===== config.mk =====
export PLATFORM = sky130hd
export DESIGN_NAME = ckb_key_builder
export DESIGN_NICKNAME = d
export VERILOG_FILES = /design/src/include/ckb_pkg.sv /design/src/rtl/ckb_key_builder.sv
export VERILOG_INCLUDE_DIRS = /design/src /design/src/include
export SDC_FILE = /design/constraint.sdc
export NUM_CORES = 1
export LEC_CHECK = 0
export ABC_CLOCK_PERIOD_IN_PS = 9300
export BUFFER_PORTS_ARGS = -buffer_cell sky130_fd_sc_hd__buf_2
export CAP_MARGIN = 25
export CORE_AREA = 2 2 284 286
export CTS_CLUSTER_DIAMETER = 50
export DETAILED_ROUTE_END_ITERATION = 6
export DIE_AREA = 0 0 286 288
export PLACE_DENSITY_LB_ADDON = 0.05
export SYNTH_ARGS = -nofsm -noshare
export SYNTH_HDL_FRONTEND = slang
export SYNTH_SLANG_ARGS = --single-unit

===== constraint.sdc =====
create_clock -name clk -period 9.3 [get_ports clk]
set_input_delay 0.93 -clock clk [delete_from_list [all_inputs] [get_ports clk]]
set_output_delay 0.93 -clock clk [all_outputs]
set_load 0.01 [all_outputs]

===== src/include/ckb_defs.svh =====
`ifndef CKB_DEFS_SVH
`define CKB_DEFS_SVH

// Full key common field positions
`define CKB_TYPE_LSB        0
`define CKB_LOOKUP_LSB      2
`define CKB_PORTS           12
`define CKB_PMASK_LSB       4
`define CKB_RSVD_LSB        16
`define CKB_RSVD_W          9
`define CKB_OAM_BIT         25
`define CKB_MC_BIT          26
`define CKB_BC_BIT          27
`define CKB_IPMC_BIT        28
`define CKB_TAG1_BIT        29
`define CKB_TAG2_BIT        30
`define CKB_TPID_BIT        31
`define CKB_VID_LSB         32
`define CKB_DEI_BIT         44
`define CKB_PCP_LSB         45
`define CKB_ITPID_BIT       48
`define CKB_IVID_LSB        49
`define CKB_IDEI_BIT        61
`define CKB_IPCP_LSB        62
`define CKB_FULL_W          65
// IPv4 five-tuple half key tail
`define CKB_RNG_LSB         148
`define CKB_RNG_N           8
`define CKB_PAY_LSB         156
`define CKB_HALF_W          188
// Match constants
`define CKB_OAM_ETYPE       16'h8902
`define CKB_V4MC_PREFIX     25'h0200BC
`define CKB_V6MC_PREFIX     16'h3333
`define CKB_BCAST           48'hFFFFFFFFFFFF
`define CKB_MC_BIT_IN_MAC   40

`endif


===== src/include/ckb_pkg.sv =====
package ckb_pkg;
	typedef enum logic [1:0] {
		CKB_NORMAL_IPV6,
		CKB_SEVEN_TUPLE,
		CKB_IPV6_FIVE_TUPLE
	} ckb_full_type_t;

	typedef enum logic [2:0] {
		CKB_RNG_SRC,
		CKB_RNG_DST,
		CKB_RNG_EITHER,
		CKB_RNG_VID,
		CKB_RNG_DSCP
	} ckb_rng_kind_t;

	typedef enum logic [0:0] {
		CKB_IDLE,
		CKB_HOLD
	} ckb_state_t;
endpackage


===== src/rtl/ckb_key_builder.sv =====
// Behaviour
// - Full key type code at bit 0
// - Lookup index at bit 2
// - One-hot ingress port mask at bit 4 for ports 0 to 11
// - OAM EtherType 0x8902 sets bit 25
// - Destination MAC bit 40 sets bit 26
// - Broadcast destination sets bit 27
// - IPv4/IPv6 multicast MAC sets bit 28
// - One/two Q-tags set bits 29/30
// - Tag type at bit 31, selectable tag
// - VID, DEI, PCP from tag or port
// - Inner tag fields when double tagged
// - Range match mask at bit 148
// - Range checkers on ports, VID, DSCP
// - IP payload word at bit 156
`timescale 1ns/100ps
`include "ckb_defs.svh"

module ckb_key_builder (
	// Clock and reset
	input  wire logic                         clk,
	input  wire logic                         sys_rst,
	// Frame descriptor from parser
	input  wire logic                         frm_valid,
	input  wire ckb_pkg::ckb_full_type_t      full_key_type,
	input  wire logic [1:0]                   lookup_idx,
	input  wire logic [3:0]                   ingress_port,
	input  wire logic [47:0]                  dmac,
	input  wire logic [15:0]                  etype,
	input  wire logic                         is_ipv4,
	input  wire logic                         is_ipv6,
	input  wire logic [1:0]                   tag_count,
	input  wire logic                         outer_tag_type,
	input  wire logic [11:0]                  outer_vid,
	input  wire logic                         outer_dei,
	input  wire logic [2:0]                   outer_pcp,
	input  wire logic                         inner_tag_type,
	input  wire logic [11:0]                  inner_vlan_id,
	input  wire logic                         inner_drop_eligible,
	input  wire logic [2:0]                   inner_priority,
	input  wire logic [15:0]                  src_l4_port,
	input  wire logic [15:0]                  dst_l4_port,
	input  wire logic [5:0]                   dscp_xlated,
	input  wire logic [31:0]                  ip_payload_word,
	// Port configuration
	input  wire logic                         normal_key_sel,
	input  wire logic                         inner_tag_select,
	input  wire logic [11:0]                  port_vid,
	input  wire logic                         port_dei,
	input  wire logic [2:0]                   port_pcp,
	// Range checker configuration, 16-bit bounds per checker
	input  wire logic [`CKB_RNG_N*3-1:0]      rng_kind,
	input  wire logic [`CKB_RNG_N*16-1:0]     rng_lo,
	input  wire logic [`CKB_RNG_N*16-1:0]     rng_hi,
	// Key to match stage
	output logic                              key_valid,
	input  wire logic                         key_taken,
	output logic [`CKB_FULL_W-1:0]            full_key,
	output logic [`CKB_HALF_W-1:0]            half_key,
	output logic                              frm_ready
);
	import ckb_pkg::*;

	logic [`CKB_FULL_W-1:0]  full_d;
	logic [`CKB_HALF_W-1:0]  half_d;
	logic [`CKB_RNG_N-1:0]   rng_hit;
	logic                    use_inner;
	logic [15:0]             vid_ext;
	logic                    accept;
	ckb_state_t              state_q;

	assign accept = frm_valid && frm_ready;

	// Untagged frames range-check the port VID
	assign vid_ext = {4'h0, (tag_count != 2'h0) ? outer_vid : port_vid};

	genvar g;
	generate
		for (g = 0; g < `CKB_RNG_N; g++) begin : g_rng
			logic [15:0] lo;
			logic [15:0] hi;
			logic        s_in;
			logic        d_in;
			logic        v_in;
			logic        c_in;
			assign lo   = rng_lo[g*16 +: 16];
			assign hi   = rng_hi[g*16 +: 16];
			assign s_in = (src_l4_port >= lo) && (src_l4_port <= hi);
			assign d_in = (dst_l4_port >= lo) && (dst_l4_port <= hi);
			assign v_in = (vid_ext >= lo) && (vid_ext <= hi);
			assign c_in = ({10'h000, dscp_xlated} >= lo) && ({10'h000, dscp_xlated} <= hi);
			always_comb begin
				unique case (ckb_rng_kind_t'(rng_kind[g*3 +: 3]))
					CKB_RNG_SRC:    rng_hit[g] = s_in;
					CKB_RNG_DST:    rng_hit[g] = d_in;
					CKB_RNG_EITHER: rng_hit[g] = s_in || d_in;
					CKB_RNG_VID:    rng_hit[g] = v_in;
					CKB_RNG_DSCP:   rng_hit[g] = c_in;
					default:        rng_hit[g] = 1'b0;
				endcase
			end
		end
	endgenerate

	// Normal key may pick the inner tag when double tagged
	assign use_inner = normal_key_sel && inner_tag_select && (tag_count >= 2'h2);

	always_comb begin
		full_d = '0;
		full_d[`CKB_TYPE_LSB +: 2]   = full_key_type;
		full_d[`CKB_LOOKUP_LSB +: 2] = lookup_idx;
		full_d[`CKB_PMASK_LSB +: `CKB_PORTS] = 12'h001 << ingress_port;
		// Reserved field driven zero; entries must mask it
		full_d[`CKB_RSVD_LSB +: `CKB_RSVD_W] = 9'h000;
		full_d[`CKB_OAM_BIT] = (etype == `CKB_OAM_ETYPE);
		full_d[`CKB_MC_BIT]  = dmac[`CKB_MC_BIT_IN_MAC];
		full_d[`CKB_BC_BIT]  = (dmac == `CKB_BCAST);
		full_d[`CKB_IPMC_BIT] = (is_ipv4 && dmac[47:23] == `CKB_V4MC_PREFIX)
			|| (is_ipv6 && dmac[47:32] == `CKB_V6MC_PREFIX);
		full_d[`CKB_TAG1_BIT] = (tag_count >= 2'h1);
		full_d[`CKB_TAG2_BIT] = (tag_count >= 2'h2);
		if (use_inner) begin
			full_d[`CKB_TPID_BIT]       = inner_tag_type;
			full_d[`CKB_VID_LSB +: 12]  = inner_vlan_id;
			full_d[`CKB_DEI_BIT]        = inner_drop_eligible;
			full_d[`CKB_PCP_LSB +: 3]   = inner_priority;
		end else if (tag_count != 2'h0) begin
			full_d[`CKB_TPID_BIT]       = outer_tag_type;
			full_d[`CKB_VID_LSB +: 12]  = outer_vid;
			full_d[`CKB_DEI_BIT]        = outer_dei;
			full_d[`CKB_PCP_LSB +: 3]   = outer_pcp;
		end else begin
			full_d[`CKB_VID_LSB +: 12]  = port_vid;
			full_d[`CKB_DEI_BIT]        = port_dei;
			full_d[`CKB_PCP_LSB +: 3]   = port_pcp;
		end
		if (tag_count >= 2'h2) begin
			full_d[`CKB_ITPID_BIT]      = inner_tag_type;
			full_d[`CKB_IVID_LSB +: 12] = inner_vlan_id;
			full_d[`CKB_IDEI_BIT]       = inner_drop_eligible;
			full_d[`CKB_IPCP_LSB +: 3]  = inner_priority;
		end
	end

	always_comb begin
		half_d = '0;
		half_d[`CKB_FULL_W-1:0] = full_d;
		half_d[`CKB_RNG_LSB +: `CKB_RNG_N] = rng_hit;
		half_d[`CKB_PAY_LSB +: 32] = ip_payload_word;
	end

	// Handshake: one key in flight, stable until taken
	always_ff @(posedge clk) begin
		if (sys_rst) begin
			state_q   <= CKB_IDLE;
			key_valid <= 1'b0;
			frm_ready <= 1'b1;
		end else begin
			unique case (state_q)
				CKB_IDLE: begin
					if (frm_valid) begin
						state_q   <= CKB_HOLD;
						key_valid <= 1'b1;
						frm_ready <= 1'b0;
					end
				end
				CKB_HOLD: begin
					if (key_taken) begin
						state_q   <= CKB_IDLE;
						key_valid <= 1'b0;
						frm_ready <= 1'b1;
					end
				end
			endcase
		end
	end

	// Both keys latched together so fields stay consistent
	always_ff @(posedge clk) begin
		if (sys_rst) begin
			full_key <= '0;
			half_key <= '0;
		end else if (accept) begin
			full_key <= full_d;
			half_key <= half_d;
		end
	end

	property p_hold;
		@(posedge clk) disable iff (sys_rst) key_valid && !key_taken
			|=> key_valid && $stable(full_key) && $stable(half_key);
	endproperty
	a_hold: assert property (p_hold)
		else $error("key changed before taken");
	property p_onehot;
		@(posedge clk) disable iff (sys_rst) key_valid |-> $onehot(full_key[`CKB_PMASK_LSB +: `CKB_PORTS]);
	endproperty
	a_onehot: assert property (p_onehot)
		else $error("port mask not one-hot");
	property p_bc;
		@(posedge clk) disable iff (sys_rst) accept |=> full_key[`CKB_BC_BIT] == ($past(dmac) == `CKB_BCAST);
	endproperty
	a_bc: assert property (p_bc)
		else $error("broadcast flag wrong");
	property p_mc;
		@(posedge clk) disable iff (sys_rst) accept |=> full_key[`CKB_MC_BIT] == $past(dmac[40]);
	endproperty
	a_mc: assert property (p_mc)
		else $error("multicast flag wrong");
	property p_oam;
		@(posedge clk) disable iff (sys_rst) accept |=> full_key[`CKB_OAM_BIT] == ($past(etype) == `CKB_OAM_ETYPE);
	endproperty
	a_oam: assert property (p_oam)
		else $error("oam flag wrong");
	property p_tags;
		@(posedge clk) disable iff (sys_rst) accept |=> full_key[`CKB_TAG1_BIT] == ($past(tag_count) != 2'h0)
			&& full_key[`CKB_TAG2_BIT] == ($past(tag_count) >= 2'h2);
	endproperty
	a_tags: assert property (p_tags)
		else $error("tag flags wrong");
	property p_inner;
		@(posedge clk) disable iff (sys_rst) key_valid && !full_key[`CKB_TAG2_BIT] |-> full_key[64:48] == 17'h00000;
	endproperty
	a_inner: assert property (p_inner)
		else $error("inner fields set without double tag");
	property p_pay;
		@(posedge clk) disable iff (sys_rst) accept |=> half_key[`CKB_PAY_LSB +: 32] == $past(ip_payload_word);
	endproperty
	a_pay: assert property (p_pay)
		else $error("payload word wrong");
	property p_type;
		@(posedge clk) disable iff (sys_rst) accept |=> full_key[1:0] == $past(full_key_type)
			&& full_key[3:2] == $past(lookup_idx);
	endproperty
	a_type: assert property (p_type)
		else $error("key type or lookup wrong");

	c_take: cover property (@(posedge clk) key_valid ##1 key_taken ##1 !key_valid);
	c_dbl:  cover property (@(posedge clk) key_valid && full_key[`CKB_TAG2_BIT]);
	c_rng:  cover property (@(posedge clk) key_valid && half_key[`CKB_RNG_LSB +: `CKB_RNG_N] != 8'h00);
endmodule


=== After elaboration in Yosys (flattened, before gate mapping) ===
Cells that the tools add are included.

* Register bits after elaboration: 155
* Latch bits: 0
* RAM bits: 0
* Memory bits (read-only): 0
* Bits of input ports: 482
* Memories kept: 0

* $add $sub $neg: 0
* Multipliers: 0
* Divide/modulo/power cells: 0
* Magnitude comparators: 66
* Equal/unequal tests: 38
* Shift operators: 1
* Muxes and demuxes: 22
* Bitwise gates (word level): 1
* Reductions and logical operators: 56

{| class="wikitable"
|+ Operator list
! cell !! count
|-
| 16-bit >= comparator || 16
|-
| 16-bit less-or-equal comparator || 16
|-
| 12-bit by 16-bit >= comparator with 1-bit output || 8
|-
| 6-bit by 16-bit >= comparator with 1-bit output || 8
|-
| 12-bit by 16-bit less-or-equal comparator with 1-bit output || 8
|-
| 6-bit by 16-bit less-or-equal comparator with 1-bit output || 8
|-
| 3-bit by 2-bit == test with 1-bit output, second input constant || 16
|-
| 48-bit == test, second input constant || 1
|-
| 1-bit case mux with 5 select lines || 8
|-
| 1-bit logical AND || 37
|-
| 17-bit 2-to-1 mux || 2
|-
| 25-bit by 18-bit == test with 1-bit output, second input constant || 1
|-
| 3-bit by 1-bit == test with 1-bit output, second input constant || 8
|-
| 3-bit == test, second input constant || 8
|-
| 3-bit logical NOT || 8
|-
| 16-bit by 14-bit == test with 1-bit output, second input constant || 1
|-
| 16-bit == test, second input constant || 1
|-
| 16-bit 2-to-1 mux || 1
|-
| 12-bit 2-to-1 mux || 1
|-
| 1-bit by 4-bit << shifter with 12-bit output, first input constant || 1
|-
| 1-bit logical OR || 9
|-
| 1-bit 2-to-1 mux || 7
|-
| 1-bit case mux with 2 select lines || 3
|-
| 2-bit != test, second input constant || 2
|-
| 5 further kinds || 5
|}

=== Depth between registers and ports, before layout ===
Gate-level depths: netlist of run 1.

* Depth in word-level cells: 5
* Gate-level depth with buffers: 11
* Gate-level depth less buffers: 10

=== Least setup slack after synthesis of run 1 ===
OpenSTA, ideal clock, no wires.

* Kind: input -> register
* Start point: in tag_count[0]
* End point: reg half_key[148]
* Setup time: 0.127 ns
* Arrival time: 3.957 ns
* Path slack: 5.216 ns
* Cell stages on the path: 11
* Buffers on the path: 1
* Cells stage by stage: nor2_1 > buf_2 > mux2i_1 > ha_1 > nor2b_1 > o21ai_0 > a21oi_1 > o21ai_0 > a221oi_1 > o31ai_1 > or3b_1

* Longest elaborated chain between the ends: 5

{| class="wikitable"
|+ RTL lines
! element !! line !! text
|-
| from (decl) || ckb_key_builder.sv:32 || <nowiki>input wire logic [1:0] tag_count,</nowiki>
|-
| 2-bit nonzero test * || ckb_key_builder.sv:75 || <nowiki>assign vid_ext = {4'h0, (tag_count != 2'h0) ? outer_vid : port_vid};</nowiki>
|-
| 12-bit 2-to-1 mux * || ckb_key_builder.sv:75 ||
|-
| 12-bit by 16-bit >= comparator with 1-bit output / 12-bit by 16-bit less-or-equal comparator with 1-bit output (equally long branches) || ckb_key_builder.sv:90 || <nowiki>assign v_in = (vid_ext >= lo) && (vid_ext <= hi);</nowiki>
|-
| 1-bit logical AND * || ckb_key_builder.sv:90 ||
|-
| 1-bit case mux with 5 select lines * || ckb_key_builder.sv:93 || <nowiki>unique case (ckb_rng_kind_t'(rng_kind[g*3 +: 3]))</nowiki>
|-
| to (signal assigned) || ckb_key_builder.sv:185 || <nowiki>half_key <= half_d;</nowiki>
|-
| to (decl) || ckb_key_builder.sv:59 || <nowiki>output logic [`CKB_HALF_W-1:0] half_key,</nowiki>
|}

Every way passes the cells marked *; elsewhere a longest branch is shown, timed or not.
A chain may end at the register's enable or synchronous reset.

=== Final worst setup path of run 1 ===
* Start point: in tag_count[1]
* End point: reg half_key[155]

The elaborated chain is that of the path after synthesis.

==> results of run 1 <==
## per-stage QoR
step,util,power [mW],cells,hold slack [ns]
after floorplan,-,1.21,3042,0.476
after global placement,0.343,1.67,4577,0.440
after detailed placement,0.343,1.73,4579,0.446
after CTS,0.347,2.17,4595,0.459
after global routing,0.347,2.35,4602,0.472
final,0.347,2.17,4610,0.457
## power by group through the flow
stage / registers (mW) / clock network, mW / logic [mW]
after floorplan: 0.479 / 0 / 0.732
after global placement: 0.474 / 0 / 1.20
after detailed placement: 0.475 / 0 / 1.25
after CTS: 0.465 / 0.451 / 1.26
after global routing: 0.467 / 0.464 / 1.41
final: 0.465 / 0.435 / 1.27
## sequential cells by signal, summed over array words and instances (netlist names)
name	cells
half_key	96
frm_ready	1
state_q	1
key_valid	1
## worst reg2reg max path: stages, from the launching register on
cell and delay (ns):
dfxtp_1 0.36, nand2_4 0.34, buf_4 0.75, nor2_1 0.24, nand2_1 0.13, a211o_1 0.11, or3b_1 0.35
## worst max-delay path by stage
| stage | start | end | slack [ns] |
|---|---|---|---|
| finish | tag_count[1] | half_key[155]$_SDFFE_PP0P_ | 5.05 |
| global route | tag_count[1] | half_key[148]$_SDFFE_PP0P_ | 4.78 |
| CTS | tag_count[1] | half_key[148]$_SDFFE_PP0P_ | 5.06 |
| detailed placement | tag_count[1] | half_key[155]$_SDFFE_PP0P_ | 4.61 |
| global placement | tag_count[1] | half_key[148]$_SDFFE_PP0P_ | 4.73 |
| floorplan | tag_count[0] | half_key[148]$_SDFFE_PP0P_ | 5.22 |
## synth_stat cells, types with 46 or more instances
master and instances:
ha_1 800, a21oi_1 292, inv_1 256, nand2_1 228, buf_4 157, o21ai_0 149
nand4_1 129, nor2_1 120, dfxtp_1 99, nand3_1 67, a21o_1 66, a211oi_1 57
nor2b_1 55, nor4_1 46
## logic make-up (layout without fill, tap and decap cells)
family	Yosys count	in the layout	share of synthesized area
other	1	115	0.000160
AOI/OAI and AO/OA	780	780	0.209
muxes	23	23	0.0104
and+or+nand+nor	782	782	0.170
DFF	99	99	0.0844
xor gates and xnor gates	8	8	0.00298
buffers and inverters	449	943	0.0970
adders and majority gates	800	800	0.426
## per-layer routing
| layer | up-vias | track usage | wire length, µm | part of all wire |
|---|---|---|---|---|
| li1 | 12061 | - | - | - |
| met2 | 1027 | 0.461 | 54700 | 0.45 |
| met4 | 20 | 0.0940 | 4070 | 0.033 |
| met3 | 203 | 0.0485 | 9020 | 0.074 |
| met1 | 11932 | 0.382 | 54300 | 0.44 |
| met5 | - | 0 | 126 | 0.0010 |
## cell type report
cell class | count | area [µm²] | area share
Multi-Input combinational cell | 2494 | 19600 | 0.709
Timing Repair Buffer | 671 | 3450 | 0.125
Sequential cell | 99 | 1980 | 0.0716
Tap cell | 1060 | 1330 | 0.0479
Inverter | 256 | 961 | 0.0347
Clock buffer | 9 | 225 | 0.00814
Clock inverter | 7 | 70.1 | 0.00253
Antenna cell | 14 | 35.0 | 0.00127
==> impl_results.md, run 1 <==
- FF-to-FF Start: frm_ready$_SDFFE_PP1P_
- Die ar.: 0.0824 mm²
- Netlist cell types: 71
- RSZ-0062 raised after global routing: false
- Synth Warn #: 0
- Leading cell types in the layout, fill and taps excluded: 800 x ha_1, 635 x buf_2, 292 x a21oi_1, 256 x inv_1, 227 x nand2_1
- Combinational share of power: 0.585
- Main flop type after synthesis: dfxtp_1
- Hold EP: half_key[156]$_SDFFE_PP0P_
- Clk_skew: 0.0231 ns
- Min setup slack post-route: 5.05 ns
- Max stage delay cell, worst path: mux2_2
- Layout cell share with drive strength beyond 1: 0.202
- ANT nets after route: 0
- DRC: 0
- Mapped cell area: 0.0235 mm²
- Worst Hold Depth: 2
- Total vias in the final route: 25243
- Initial antenna violation count: 42
- Post-cts resize count: 0
- Post-route minimum period: 4.25 ns
- Post-synth EDFFs: 0
- Worst path depth: 11
- Clock Path Buffers: 2
- Buf/Inv on CP: 1
- Crit path largest cell delay: 0.79 ns
- CP max FO: 25
- Commonest non-fill, non-tap cell in the layout: ha_1
- All-Layer GR Usage: 0.285
- Vias in the first global route: 24499
- Pin count of the biggest net entering global routing: 79
- DP HPWL: 92400 µm
- DR pass1 iterations: 6
- FP Rows: 104
- First-pass GRT wire length: 169000 µm
- Worst r2r dst: half_key[148]$_SDFFE_PP0P_
- Final hold viol count: 0
- Critical Path Start Type: input pin
- Slew @ Worst Pin: 1.05 ns
- Critical path arrival: 4.60 ns
- Core ar.: 0.0796 mm²
- Hold Path Class: reg -> reg
- Post-route cell area: 0.0277 mm²
- Setup TNS: 0 ns
- Gpl congestion: 0.884
- Routed Wire Length: 122000 µm
- Avg WL per Cell: 26.5 µm
- H-tree depth: 3
- R2R Setup Slk: 6.95 ns
- Slew headroom: 0.285
- Max-cap violations: 0
- Period Utilization, post-route: 0.457
- Post-CTS setup buffers: 0
- Delay-heaviest family, CP: simple AND/OR/NAND/NOR gates
- CP endpoint kind: flop
- Cells after Synth: 2942
- Syn_area_per_cell: 7.98 µm²
- Most used cell along the critical path: o211ai_1
- GR Overflow Total: 0
- Seq/Total Area, Yosys: 0.0844
- Clk_lat worst skew: 0.41 ns
- R2R cell count: 6
- Crit Path Category: in -> reg
- Pins Over Slew Limit: 0
- I/O pin count: 737
- Fraction of registers with async set or reset after synthesis: 0
- Peak Freq: 0.235 GHz
- Initial DRC Count: 1813
- Internal power: 1.11 mW
- Starting Density: 0.295
- WP data required: 9.65 ns
- Final setup vio count: 0
- Clock share of power: 0.201
- PD cells: 78.3 mW/mm²
- Clk slew on worst S/H paths: 0.11 ns
- Hold Path Origin: half_key[156]$_SDFFE_PP0P_
- Die Span X: 286 µm
- Vias per cell: 5.48
- Leakage: 14.5 nW
- TritonCTS Buffers: 9
- Die span in y: 288 µm
- Layout filler cell count: 8518
- CTS tree: done
- Port bufs: 635
- #FFs+latches synth: 99
- Net switching power: 1.06 mW
- # hold bufs at CTS: 0
- Share of the synthesized area in the top cell type: 0.426
- Synth area leader: ha_1
- Pre-CTS WS: 4.61 ns
- Critical-path cell list: buf_2 > nor2_2 > mux2_2 > ha_1 > nor2b_1 > o211ai_1 > a21oi_1 > or3_1 > a2111oi_0 > a32oi_1 > o211ai_1
- Top post-synthesis cells by area: ha_1 43%, dfxtp_1 8.4%, a21oi_1 6.2%, buf_4 5.0%, inv_1 4.1%
- Max VDD drop: 0.0000827 V
- Area Overhead vs Synth: 17.9%
- Nets: 4813
- Post-DP Area: 0.0273 mm²
- Clock sinks: 99
- Root buffer cell: clkbuf_16
- Switch share: 0.488
- Outcome: finished, final reports clean
- Sequential share of power: 0.214
No activity file was read; power rests on OpenSTA's default activity.
==> run 2: changes to the inputs <==
ABC_AREA = 1   (was unset)
ABC_CLOCK_PERIOD_IN_PS = 3450   (was 9300)
CORE_AREA = 2 2 289 291   (was 2 2 284 286)
DIE_AREA = 0 0 291 293   (was 0 0 286 288)
clock period = 3.45 ns   (was 9.3 ns; I/O delays follow)
==> run 2 against run 1 <==
Against the previous run:
- sequential share of layout area fell by 0.50 points
- sequential cell count is the same
- critical path depth increased by 6
- wire length increased by 0.35%
- register-to-register slack lost 5.6 ns
- clock-buffer cell count unchanged
- total power grew to 2.9 times the previous value
- die area is 3.5% higher
- final cell count increased by 20%
- worst setup slack worse by 4.0 ns
- largest cell class unchanged
- largest power group unchanged
- highest routed layer unchanged
==> impl_results.md, run 2 <==
- Mapped cell area: 0.0253 mm² (+7.8%)
- Synth Area in Compound Gates: 0.128 (-0.0804)
- Most common cell in the netlist: nand2_1
- Leakage: 17.6 nW (+21%)
- First-pass GRT wire length: 173000 µm (+2.1%)
- Hold Path Class: in -> reg
- All-Layer GR Usage: 0.278 (-0.00628)
- Total vias in the final route: 26648 (+5.6%)
- Die Span X: 291 µm (+1.7%)
- Vias in the first global route: 25154 (+2.7%)
- Commonest non-fill, non-tap cell in the layout: nand2_1
- Cells after Synth: 3860 (+31%)
- GR Overflow Total: 0 (unchanged)
- Initial antenna violation count: 7 (-83%)
- Share of the synthesized area in the top cell type: 0.395 (-0.0310)
- Synth Warn #: 0 (unchanged)
- Leading cell types in the layout, fill and taps excluded: 971 x nand2_1, 800 x ha_1, 635 x buf_2, 482 x inv_1, 389 x a21oi_1
- Layout cell share with drive strength beyond 1: 0.175 (-0.0271)
- Peak Freq: 0.414 GHz
- Register area: 0.00198 mm² (unchanged)
- TritonCTS Buffers: 9 (unchanged)
- Buf/Inv on CP: 3 (+2)
- Delay-heaviest family, CP: simple AND/OR/NAND/NOR gates
- Die span in y: 293 µm (+1.7%)
- Max stage delay cell, worst path: mux2i_4
- DR pass1 iterations: 7 (+1)
- Post-Synth Simple-Gate Area: 0.266 (+0.0957)
- R2R Setup Slk: 1.39 ns (-5.56 ns)
- Mux contribution to synthesized area: 0.000395 (-0.0100)
- Clock Path Buffers: 2 (unchanged)
- Seq/Total Area, Yosys: 0.0783 (-0.00614)
- R2R cell count: 5 (-1)
- Multi-input logic area: 0.0204 mm² (+4.0%)
- Fraction of synthesized cell area in xor and xnor cells: 0 (-0.00298)
- FP Rows: 105 (+0.96%)
- Vias per cell: 4.80 (-12%)
- CP max FO: 17 (-32%)
- Post-route minimum period: 2.41 ns
- Pins Over Slew Limit: 0 (unchanged)
- Hold EP: frm_ready$_SDFFE_PP1P_
- Starting Density: 0.309 (+0.0145)
- Netlist cell types: 41 (-42%)
- H-tree depth: 3 (unchanged)
- Routed Wire Length: 123000 µm (+0.35%)
- PD cells: 209 mW/mm² (+170%)
- Max reg flops: 96 (unchanged)
- CP endpoint kind: flop
- Gpl congestion: 0.875 (-1.0%)
- Area Overhead vs Synth: 17.4%
- ANT nets after route: 0 (unchanged)
- Commonest cells in the netlist: 974 x nand2_1, 800 x ha_1, 482 x inv_1, 389 x a21oi_1, 338 x nor2_1
- Crit path largest cell delay: 0.56 ns (-0.23 ns)
- Largest family of logic cells by synthesized area: adder cells
- Most used cell along the critical path: nand2_1
- Syn_area_per_cell: 6.56 µm² (-18%)
- Slew @ Worst Pin: 0.968 ns (-0.0780 ns)
- Critical Path Start Type: input pin
- Outcome: finished, final reports clean
- Pin count of the biggest net entering global routing: 59 (-25%)
- Placed cells: 5533 (+21%)
- Root buffer cell: clkbuf_16
- Final setup vio count: 0 (unchanged)
- Worst r2r dst: half_key[25]$_SDFFE_PP0P_
- Top post-synthesis cells by area: ha_1 40%, nand2_1 14%, dfxtp_1 7.8%, a21oi_1 7.7%, inv_1 7.1%
- Initial DRC Count: 1186 (-35%)
- Post-cts resize count: 0 (unchanged)
- CTS tree: done
- Clk_skew: 0.0244 ns (+0.00123 ns)
- Critical path arrival: 2.68 ns (-1.92 ns)
- RSZ-0062 raised after global routing: false
- Final Non-Filler Cells: 5549 (+20%)
- Layout filler cell count: 9086 (+6.7%)
- Final hold viol count: 0 (unchanged)
- Core ar.: 0.0818 mm² (+2.8%)
- Port bufs: 635 (unchanged)
- Largest Register: half_key
- DRC: 0 (unchanged)
- Clk_lat worst skew: 0.39 ns (-0.02 ns)
- Clock sinks: 99 (unchanged)
- Die ar.: 0.0853 mm² (+3.5%)
- Synth Area in Adders: 0.395 (-0.0310)
- Max VDD drop: 0.000218 V (+160%)
- Hold Path Origin: key_taken
- Ant diodes: 0 (-14)
- Setup TNS: 0 ns (unchanged)
- DP HPWL: 98400 µm (+6.5%)
- Nets: 5756 (+20%)
- # hold bufs at CTS: 0 (unchanged)
- Clk slew on worst S/H paths: 0.10 ns (about the same)
- #FFs+latches synth: 99 (unchanged)
- Fraction of registers with async set or reset after synthesis: 0 (unchanged)
- Period Utilization, post-route: 0.699
- Synth area leader: ha_1
- Main flop type after synthesis: dfxtp_1
- Crit Path Category: in -> reg
- Critical-path cell list: buf_2 > nor2_4 > buf_4 > mux2i_4 > buf_12 > ha_1 > nand2_1 > nor2_1 > and2_1 > nor2_1 > nand2_1 > nand2_1 > a21oi_1 > nand2_1 > nand4_1 > nand2_1 > a21oi_1
- Worst Hold Depth: 3 (+1)
- Avg WL per Cell: 22.1 µm (-17%)
- I/O pin count: 737 (unchanged)
- Slew headroom: 0.355 (+0.0700)
- Post-CTS setup buffers: 0 (unchanged)
- WP data required: 3.71 ns (-5.94 ns)
- Max-cap violations: 0 (unchanged)
- FF-to-FF Start: frm_ready$_SDFFE_PP1P_
- Post-synth EDFFs: 0 (unchanged)
==> run 2: cell count changes after synthesis, sizes merged, moves of 28 or more <==
cell | previous run | this run
nand4 | 130 | 83
a21oi | 292 | 390
a21o | 66 | 19
nor2 | 120 | 341
nor2b | 55 | 0
o211ai | 37 | 5
a211oi | 57 | 0
nand3 | 67 | 139
nor4 | 46 | 13
nand2 | 228 | 976
inv | 256 | 530
nand2b | 28 | 0
==> run 2: layer usage <==
metal / GRT usage / share of wire
met5: 0 / 0.00044
met4: 0.0690 / 0.026
met3: 0.0200 / 0.034
met2: 0.536 / 0.52
met1: 0.331 / 0.42
==> run 2: layout make-up <==
| type | instances | share of cell area |
|---|---|---|
| Tap cell | 1070 | 0.0450 |
| Inverter | 536 | 0.0677 |
| Sequential cell | 99 | 0.0666 |
| Clock buffer | 9 | 0.00757 |
| Multi-Input combinational cell | 3135 | 0.686 |
| Clock inverter | 7 | 0.00307 |
| Timing Repair Buffer | 693 | 0.124 |
==> run 2: logic make-up (layout without fill, tap and decap cells) <==
family | after synthesis | count (layout)
and+or+nand+nor | 1625 | 1625
adders and majority gates | 800 | 800
buffers and inverters | 726 | 1245
AOI/OAI and AO/OA | 608 | 608
DFF | 99 | 99
other | 1 | 101
muxes | 1 | 1
==> run 2: worst max-delay path by stage <==
stage                                 end  slack [ns]          from  depth (start not counted)
3_3_place_gp   half_key[153]$_SDFFE_PP0P_        0.64  tag_count[1]                         17
5_1_grt        half_key[151]$_SDFFE_PP0P_        0.86  tag_count[1]                         19
4_1_cts        half_key[153]$_SDFFE_PP0P_        1.07  tag_count[1]                         17
6_report       half_key[153]$_SDFFE_PP0P_        1.04  tag_count[1]                         17
2_1_floorplan  half_key[152]$_SDFFE_PP0P_        0.93  tag_count[0]                         14
3_5_place_dp   half_key[153]$_SDFFE_PP0P_        0.63  tag_count[1]                         17
==> run 2: through the flow <==
step	hold WS, ns	total power, mW	worst slack, ns	cell area (µm²)	utilization
2_1_floorplan	0.474	3.59	0.927	25700	-
3_3_place_gp	0.459	5.07	0.638	29400	0.359
3_5_place_dp	0.468	5.06	0.633	29400	0.359
4_1_cts	0.151	6.29	1.07	29700	0.363
5_1_grt	0.203	6.83	0.858	29700	0.363
6_report	0.188	6.23	1.04	29700	0.363
==> run 2: worst register-to-register path, cell delays in order, from the launching register on <==
cell and delay [ns]:
dfxtp_1 0.40, nand2_4 0.33, inv_2 0.59, buf_12 0.34, o21ai_0 0.16, a21oi_1 0.17
==> run 2: power breakdown <==
part	leakage, nW	total (mW)	internal [mW]	switching, mW
clock	0.152	1.18	0.530	0.655
combinational	16.6	3.76	1.35	2.41
sequential	0.814	1.28	1.22	0.0642
